[src/hdl/frs_pkg.sv]
/*
 Constants and types for the feed regulator serial fault port.
 Assumes a single core clock at 40 MHz and pins sampled by the core.
*/
package frs_pkg;

   // ----------------------------------------
   // Link addressing
   // ----------------------------------------
   localparam logic [4:0] ADDR_PREFIX = 5'h02;
   localparam logic [7:0] REG_ADDR = 8'h00;
   localparam logic [3:0] BITS_PER_BYTE = 4'h8;

   // ----------------------------------------
   // Control and status fields
   // ----------------------------------------
   localparam logic [7:0] CTRL_RESET = 8'h00;
   localparam int CTRL_ON_BIT = 3;
   localparam int CTRL_VSEL_LSB = 0;
   localparam int STS_UV = 7;
   localparam int STS_TSD = 6;
   localparam int STS_PNG = 4;
   localparam int STS_OC = 2;
   localparam int STS_DIS = 0;

   // ----------------------------------------
   // Timing
   // ----------------------------------------
   localparam int CLK_KHZ = 40000;
   localparam int OC_TIME_US = 45000;
   localparam int OC_CYCLES = (OC_TIME_US * CLK_KHZ + 999) / 1000;

   // ----------------------------------------
   // Types
   // ----------------------------------------
   typedef enum logic [2:0] {
      ST_IDLE,
      ST_RX,
      ST_ACK,
      ST_TX,
      ST_MACK
   } frs_phase_e;

   typedef struct packed {
      logic scl;
      logic sda;
      logic supply_ok;
      logic overload;
      logic overtemp;
      logic level_bad;
      logic [1:0] addr_sel;
   } frs_pins_s;

endpackage

[src/hdl/frs_port.sv]
/*
 Two-wire target port with control and status registers, fault latches,
 fault request line and feed output gating.
 Assumes every input is asynchronous to core_clk and the link clock is
 slow enough to be oversampled by the core clock.
*/
// Notes on behaviour
// - Start or stop mid-transfer restarts byte sequence.
// - Write is address, register, data, each acknowledged.
// - Address MSB first, upper five bits 00010.
// - Low address bits come from select setting.
// - Acknowledge matching address in ninth clock.
// - Write register address must be zero, acknowledged.
// - Control byte acknowledged and loaded into register.
// - Read register address must be zero, acknowledged.
// - Status shifted MSB first, master acknowledges.
// - Fault request only pulls low, else floats.
// - Fault request low on supply, current, thermal faults.
// - Faults stay latched until status read acknowledged.
// - Master acknowledge releases request and clears latches.
// - Off and level-bad neither latch nor request.
// - Leaving lockout latches undervoltage and requests.
// - Lockout idles port, request released until recovery.
// - Overload over 45 ms shuts output, latches fault.
// - Over-temperature shuts output, latches fault.
// - Enable ignored until faults cleared by read.
// - Control register resets to all zeros.
// - Bad byte gets no acknowledge.
module frs_port #(
   parameter int OC_CYCLES = frs_pkg::OC_CYCLES
) (
   input wire logic core_clk,
   input wire logic rst,
   input wire logic scl_in,
   input wire logic sda_in,
   output logic sda_out,
   output logic sda_oe,
   output logic irq_out,
   output logic irq_oe,
   input wire logic [1:0] addr_sel,
   input wire logic supply_ok,
   input wire logic overload,
   input wire logic overtemp,
   input wire logic level_bad,
   output logic feed_on,
   output logic [2:0] vsel
);

   localparam int OCW = $clog2(OC_CYCLES + 1);
   localparam logic [OCW-1:0] OC_LAST = OCW'(OC_CYCLES - 1);
   if (OC_CYCLES < 1) begin : g_bad_oc
      $error("OC_CYCLES must be at least one");
   end
   // ----------------------------------------
   // State
   // ----------------------------------------
   typedef struct packed {
      frs_pkg::frs_pins_s sync1;
      frs_pkg::frs_pins_s sync2;
      logic scl_q;
      logic sda_q;
      frs_pkg::frs_phase_e phase;
      logic [3:0] cnt;
      logic [7:0] sh;
      logic [1:0] idx;
      logic rd;
      logic [7:0] ctrl;
      logic uv;
      logic oc;
      logic thermal_shutdown_fault;
      logic [OCW-1:0] oc_cnt;
      logic sda_oe;
      logic irq_oe;
      logic feed_on;
   } frs_state_s;
   frs_state_s st;
   frs_state_s next_st;
   frs_pkg::frs_pins_s pin_now;
   logic scl_rise;
   logic scl_fall;
   logic start_seen;
   logic stop_seen;
   logic oc_trip;
   logic ack_clear;
   logic [7:0] status;
   assign pin_now = '{scl: scl_in, sda: sda_in, supply_ok: supply_ok,
                      overload: overload, overtemp: overtemp,
                      level_bad: level_bad, addr_sel: addr_sel};
   // ----------------------------------------
   // Link edge detection
   // ----------------------------------------
   assign scl_rise = st.sync2.scl & ~st.scl_q;
   assign scl_fall = ~st.sync2.scl & st.scl_q;
   assign start_seen = st.scl_q & st.sync2.scl & st.sda_q & ~st.sync2.sda;
   assign stop_seen = st.scl_q & st.sync2.scl & ~st.sda_q & st.sync2.sda;
   assign oc_trip = st.sync2.overload & st.feed_on & (st.oc_cnt == OC_LAST);
   assign ack_clear = (st.phase == frs_pkg::ST_MACK) & scl_rise
                      & ~st.sync2.sda;

   // Output-off and level-bad are live views, never latched.
   always_comb begin
      status = 8'h00;
      status[frs_pkg::STS_UV] = st.uv;
      status[frs_pkg::STS_TSD] = st.thermal_shutdown_fault;
      status[frs_pkg::STS_PNG] = st.sync2.level_bad;
      status[frs_pkg::STS_OC] = st.oc;
      status[frs_pkg::STS_DIS] = ~st.feed_on;
   end

   // ----------------------------------------
   // Next state
   // ----------------------------------------
   always_comb begin
      next_st = st;
      next_st.sync1 = pin_now;
      next_st.sync2 = st.sync1;
      next_st.scl_q = st.sync2.scl;
      next_st.sda_q = st.sync2.sda;
      case (st.phase)
         frs_pkg::ST_IDLE: next_st.sda_oe = 1'b0;
         frs_pkg::ST_RX: begin
            if (scl_rise) begin
               next_st.sh = {st.sh[6:0], st.sync2.sda};
               next_st.cnt = st.cnt + 4'h1;
            end
            if (scl_fall && st.cnt == frs_pkg::BITS_PER_BYTE) begin
               next_st.cnt = 4'h0;
               next_st.phase = frs_pkg::ST_IDLE;
               case (st.idx)
                  2'h0: begin
                     // Foreign addresses are dropped without a pulse.
                     if (st.sh[7:1] == {frs_pkg::ADDR_PREFIX,
                                        st.sync2.addr_sel}) begin
                        next_st.rd = st.sh[0];
                        next_st.sda_oe = 1'b1;
                        next_st.phase = frs_pkg::ST_ACK;
                     end
                  end
                  2'h1: begin
                     if (st.sh == frs_pkg::REG_ADDR) begin
                        next_st.sda_oe = 1'b1;
                        next_st.phase = frs_pkg::ST_ACK;
                     end
                  end
                  2'h2: begin
                     next_st.ctrl = st.sh;
                     next_st.sda_oe = 1'b1;
                     next_st.phase = frs_pkg::ST_ACK;
                  end
                  default: next_st.phase = frs_pkg::ST_IDLE;
               endcase
            end
         end
         frs_pkg::ST_ACK: begin
            if (scl_fall) begin
               next_st.sda_oe = 1'b0;
               next_st.cnt = 4'h0;
               if (st.rd && st.idx == 2'h0) begin
                  // First status bit goes out as the slot closes.
                  next_st.sh = {status[6:0], 1'b0};
                  next_st.sda_oe = ~status[7];
                  next_st.cnt = 4'h1;
                  next_st.phase = frs_pkg::ST_TX;
               end else if (st.idx == 2'h2) begin
                  next_st.phase = frs_pkg::ST_IDLE;
               end else begin
                  next_st.idx = st.idx + 2'h1;
                  next_st.phase = frs_pkg::ST_RX;
               end
            end
         end
         frs_pkg::ST_TX: begin
            if (scl_fall) begin
               if (st.cnt == frs_pkg::BITS_PER_BYTE) begin
                  next_st.sda_oe = 1'b0;
                  next_st.phase = frs_pkg::ST_MACK;
               end else begin
                  next_st.sda_oe = ~st.sh[7];
                  next_st.sh = {st.sh[6:0], 1'b0};
                  next_st.cnt = st.cnt + 4'h1;
               end
            end
         end
         frs_pkg::ST_MACK: begin
            if (scl_rise) begin
               next_st.phase = frs_pkg::ST_IDLE;
            end
         end
         default: next_st.phase = frs_pkg::ST_IDLE;
      endcase
      // A start outranks everything in flight; a stop ends the transfer.
      if (start_seen) begin
         next_st.phase = frs_pkg::ST_RX;
         next_st.cnt = 4'h0;
         next_st.idx = 2'h0;
         next_st.rd = 1'b0;
         next_st.sda_oe = 1'b0;
      end else if (stop_seen) begin
         next_st.phase = frs_pkg::ST_IDLE;
         next_st.sda_oe = 1'b0;
      end
      // Fault latches: a new fault wins over the clearing acknowledge.
      next_st.uv = (st.uv & ~ack_clear) | ~st.sync2.supply_ok;
      next_st.oc = (st.oc & ~ack_clear) | oc_trip;
      next_st.thermal_shutdown_fault = (st.thermal_shutdown_fault & ~ack_clear) | st.sync2.overtemp;
      if (st.sync2.overload && st.feed_on && !oc_trip) begin
         next_st.oc_cnt = st.oc_cnt + OCW'(1);
      end else begin
         next_st.oc_cnt = '0;
      end
      // Lockout acts as a reset of the port and the control register.
      if (!st.sync2.supply_ok) begin
         next_st.phase = frs_pkg::ST_IDLE;
         next_st.sda_oe = 1'b0;
         next_st.ctrl = frs_pkg::CTRL_RESET;
      end
      next_st.feed_on = next_st.ctrl[frs_pkg::CTRL_ON_BIT]
                        & ~next_st.uv & ~next_st.oc & ~next_st.thermal_shutdown_fault;
      next_st.irq_oe = st.sync2.supply_ok
                       & (next_st.uv | next_st.oc | next_st.thermal_shutdown_fault);
   end

   // ----------------------------------------
   // Registers
   // ----------------------------------------
   always_ff @(posedge core_clk or posedge rst) begin
      if (rst) begin
         st <= '0;
         st.sync1.scl <= 1'b1;
         st.sync1.sda <= 1'b1;
         st.sync2.scl <= 1'b1;
         st.sync2.sda <= 1'b1;
         st.scl_q <= 1'b1;
         st.sda_q <= 1'b1;
         st.ctrl <= frs_pkg::CTRL_RESET;
         st.uv <= 1'b1;
      end else begin
         st <= next_st;
      end
   end

   // Open-drain pins: the level is only ever low while enabled.
   assign sda_out = 1'b0;
   assign irq_out = 1'b0;
   assign sda_oe = st.sda_oe;
   assign irq_oe = st.irq_oe;
   assign feed_on = st.feed_on;
   assign vsel = st.ctrl[frs_pkg::CTRL_VSEL_LSB +: 3];
endmodule // frs_port

[config.mk]
export PLATFORM = sky130hd
export DESIGN_NAME = frs_port
export DESIGN_NICKNAME = d
export VERILOG_FILES = /design/src/hdl/frs_pkg.sv /design/src/hdl/frs_port.sv
export SDC_FILE = /design/constraint.sdc
export NUM_CORES = 1
export LEC_CHECK = 0
export ABC_AREA = 1
export BUFFER_PORTS_ARGS = -buffer_cell sky130_fd_sc_hd__buf_2
export CELL_PAD_IN_SITES_DETAIL_PLACEMENT = 0
export CELL_PAD_IN_SITES_GLOBAL_PLACEMENT = 1
export CORE_MARGIN = 4
export CORE_UTILIZATION = 45
export CTS_CLUSTER_SIZE = 20
export DETAILED_ROUTE_END_ITERATION = 8
export GPL_TIMING_DRIVEN = 0
export PLACE_DENSITY_LB_ADDON = 0.1
export SYNTH_ARGS = -nofsm -noshare
export SYNTH_HDL_FRONTEND = slang
export SYNTH_SLANG_ARGS = --single-unit
export TNS_END_PERCENT = 1
[constraint.sdc]
create_clock -name core_clk -period 2.2 [get_ports core_clk]
set_input_delay 0.11 -clock core_clk [delete_from_list [all_inputs] [get_ports core_clk]]
set_output_delay 0.11 -clock core_clk [all_outputs]
set_load 0.02 [all_outputs]
Yosys cells after proc, flatten, opt, wreduce, memory -nomap -nowiden --
Cells that the tools add are included.
Cells by class: $add $sub $neg 3, multipliers 0, div/mod/pow operators 0, order comparisons 0, eq/ne operators 33, shifts and indexed selects 0, muxes and demuxes 42, bitwise operators 35, reductions and logical operators 23
Operators with widths (count):
- 12-bit case mux with 3 select lines | 1
- 9-bit 2-to-1 mux | 3
- 5-bit != test (second input constant) | 5
- 12-bit 2-to-1 mux | 2
- 21-bit by 1-bit adder with 21-bit output (second input constant) | 1
- 21-bit == test (second input constant) | 1
- 21-bit 2-to-1 mux | 1
- 3-bit 2-to-1 mux | 7
- 1-bit AND | 18
- 17-bit 2-to-1 mux | 1
- 15-bit 2-to-1 mux | 1
- 3-bit case mux with 5 select lines | 1
- 2-bit != test (second input constant) | 7
- 1-bit 2-to-1 mux | 13
- 6-bit != test (second input constant) | 2
- 1-bit NOT | 12
- 6-bit AND reduction | 2
- 2-bit nonzero test | 6
- 2-bit 2-to-1 mux | 5
- 3-bit != test (second input constant) | 3
- 3-bit case mux with 3 select lines | 1
- 8-bit zero test | 1
- 4-bit 2-to-1 mux | 2
- 8-bit 2-to-1 mux | 1
- 27 further kinds | 39
Word-level totals: register bits after elaboration 67, bits in latches 0, RAM bits 0, bits in read-only memories 0, input port bits 10, output and inout port bits 8, word-level logic and storage cells 166, memories kept 0

Depth between registers and ports, before layout --
depth after elaboration 11, gate-level depth with buffers 12, gate-level depth less buffers 12

Least setup slack after synthesis --
No wires, ideal clock.
path kind flip-flop to flip-flop, start point reg st[3] (netlist bit), end point reg st[12] (netlist bit), library setup time 121 ps, arrival 1476 ps, data required time 2079 ps, setup slack 603 ps, cell stages (with the launch flop) 10, path buffers 1, period minus slack after synthesis 1597 ps, path through dfrtp_1 -> ha_1 -> nand2_1 -> nor2_1 -> inv_1 -> nor2_1 -> nand3_1 -> nand2_1 -> buf_2 -> nor2_1
RTL lines:
- start, declared | line frs_port.sv:76 | frs_state_s st;
- start signal, assigned | line frs_port.sv:238 | st <= next_st;

==> results.cfg <==
[critical_path]
worstRegToRegCells = 9
cp_max_fo = 10
slowest_stage = dfrtp_1
slowest_delay_ns = 0.47
critPathLaunch = st[3]$_DFF_PP0_
crit_type = flop to flop
timing.rr.end = st[12]$_DFF_PP0_
crit_path_frequent_cell = nor2_1
cp_data_required_time_ns = 2.43
rrSetupSlack_ns = 0.19
cp_cell_sequence = ha_1 -> nand2_1 -> nor2_1 -> inv_1 -> nor2_1 -> nand3_1 -> nand2_2 -> clkbuf_4 -> nor2_1
endpoint = st[12]$_DFF_PP0_
crit_path_start_kind = flop
crit_arrival_ns = 2.23
r2r_start = st[3]$_DFF_PP0_
worst_setup_path_end_kind = flop

[sta]
clock_skew_ns = 0.01256
slew_viol_final = 0
setup_viol = 0
period_share_pct = 91.16
finalCriticalPeriod_ns = 2.005
fin_tns_setup_ns = 0
relSlewSlack_pct = 45.72
hold_viol_final = 0
tightest_slew_ns = 0.8143
max_freq_mhz = 498.7

[global_route]
grt_antenna_before_repair = 0
grt_pass1_vias = 2660
overflow = 0
grt_pass1_wl_um = 12060
grt_usage_pct = 17.62
grt_max_degree = 68

[synthesis]
synth_edf_count = 0
synth_top_area_share_pct = 45.05
synth_cell_types = 28
synth_compound_area_share_pct = 7.020
synthSimpleGateAreaFrac_pct = 29.02
ys_seq_area_share_pct = 50.56
synth_xor_area_share_pct = 1.577
ys_seq_elements = 67
postSynth.asyncResetShare_pct = 100.0
synth_area_leaders = dfrtp_1, nand2_1, nor2_1
synth_warnings = 0
synth_top_family_by_area = simple AND/OR/NAND/NOR gates
netlist_area_um2 = 3333
synth_fa_ha_area_share_pct = 3.003
synth_ff_type = dfrtp_1
syn_area_per_cell_um2 = 7.861
yosys.area.top_type = dfrtp_1
synthMuxAreaShare_pct = 0
synth_cells = 424

[clock_network]
h-tree-depth = 3
cts_root_buf = clkbuf_8
cts_buffers = 9
clkLatencyLatePin_ns = 0.34
cts_max_path_buffers = 2
clkSinkCount = 67
cts_tree = built
clk_pin_slew_ns = 0.08

[route]
ant_nets = 0
vias = 2656
wl_um = 7112
drtIter0Drc = 117
drt-wirelength-per-cell_um = 12.61
via_per_inst = 4.709
drcViolationCount = 0
first_pass_iters = 4

[die]
rows = 31
die_h_um = 94.07
start_util_pct = 46.20
die-area_um2 = 8848
die_w_um = 94.07
pin_count = 18
core_um2 = 7214

[finish]
area_growth_pct = 15.88
final_nets = 478
drive_above_1_share_pct = 10.75
utilization_pct = 53.54
antennaDiodeCount = 0

[pwr]
total_power_mw = 2.663
p_per_area_nw_per_um2 = 689.6
ir_drop_uv = 470.2
power.leakage_nw = 1.831

[placement]
port_buffers = 15
dp_hpwl_um = 5265
gp_congestion = 0.8209

[hold_path]
hp-class = flop to flop

[run_status]
status = finished clean

[run]
max-cap-violations = 0
layout by cell type, fill, tap and decap left out, types with 2 or more instances in the layout:
cell type,count
nand2_1,103
nor2_1,65
inv_1,63
dfrtp_1,60
nand3_1,25
o21ai_0,20
nor3_1,18
buf_2,15
a21oi_1,13
clkbuf_8,11
nand4_1,9
dlygate4sd3_1,9
ha_1,8
dfstp_2,7
buf_4,6
xor2_1,4
a22oi_1,3
nor3b_1,3
nand3b_1,2
xnor2_1,2
conb_1,2
bufinv_16,2
metrics by stage:
stage | instance area (um^2) | hold WS [ns] | setup WS [ns] | cells
after floorplan | 3337 | 0.1145 | 0.4184 | 425
after global placement | 3536 | 0.2162 | -0.4279 | 539
after detailed placement | 3538 | 0.2198 | 0.04627 | 539
after CTS | 3857 | 0.3394 | 0.03822 | 564
after global routing | 3862 | 0.3353 | -0.02912 | 564
final | 3862 | 0.3390 | 0.1946 | 564
worst max-delay path, delay by kind of cell, from the launching register on:
kind / cells / cell delay [ns]
adder cells (fa/ha/maj): 1 / 0.20
flip-flops: 1 / 0.47
buffers and inverters: 2 / 0.34
AND/OR/NAND/NOR: 6 / 0.89
Yosys cell counts, drive strengths merged, types with 2 or more instances:
cell and n:
nand4 9, nor3b 3, nand3 25, nand3b 2, nor2 66, a22oi 3
dfrtp 60, nand2 105, dfstp 7, a21oi 13, nor3 18, ha 8
xnor2 2, buf 7, inv 64, o21ai 21, xor2 4
report_power, final:
part           total [mW]  internal [mW]  switching (mW)
sequential           1.32           1.28          0.0434
clock                1.16          0.701           0.459
combinational       0.179         0.0702           0.109
what timing repair did:
action	CTS	global route
setup buffers	0	0
resized for setup	0	2
hold buffers	9	0
setup endpoints to repair	0	15
hold endpoints to repair	68	0
how the worst min path moves through the flow:
stage / start / endpoint / slack (ns) / cells after the start
floorplan: sda_in / next_st[61]$_DFF_PP1_ / 0.11 / 0
global placement: sda_in / next_st[61]$_DFF_PP1_ / 0.22 / 1
detailed placement: overload / next_st[59]$_DFF_PP0_ / 0.22 / 1
CTS: next_st[60]$_DFF_PP0_ / st[60]$_DFF_PP0_ / 0.34 / 0
global route: next_st[60]$_DFF_PP0_ / st[60]$_DFF_PP0_ / 0.34 / 0
finish: next_st[60]$_DFF_PP0_ / st[60]$_DFF_PP0_ / 0.34 / 0
cells by family (layout without fill, tap and decap cells):
kind of cell               after synthesis  after routing
and+or+nand+nor                        229            229
buffers and inverters                   71            111
DFF                                     67             67
AOI/OAI and AO/OA                       42             42
adders and majority gates                8              8
xor gates and xnor gates                 6              6
other                                    1              2
per-layer routing:
layer / track usage (%) / part of all wire (%) / vias to the layer above / wire length, um
met1: 20.96 / 45 / 1228 / 3172
met3: 4.167 / 2.0 / 5 / 141
met4: 6.739 / 0.98 / 0 / 70
met5: 0 / 0 / - / 0
li1: - / - / 1407 / -
met2: 30.69 / 52 / 16 / 3728
state kept, by name, indices dropped and copies added (netlist names):
| signal | count |
|---|---|
| st | 51 |
| irq_oe | 1 |
| next_st | 10 |
| vsel | 3 |
| sda_oe | 1 |
| feed_on | 1 |
layout make-up:
class | count | area, um^2
Sequential cell | 67 | 1685
Clock buffer | 12 | 155.1
Fill cell | 730 | 3352
Timing Repair Buffer | 24 | 165.2
Inverter | 64 | 242.7
Multi-Input combinational cell | 287 | 1364
Tap cell | 99 | 123.9
Clock inverter | 4 | 73.82
Buffer | 7 | 52.55
No activity file was read; power rests on OpenSTA's default activity.
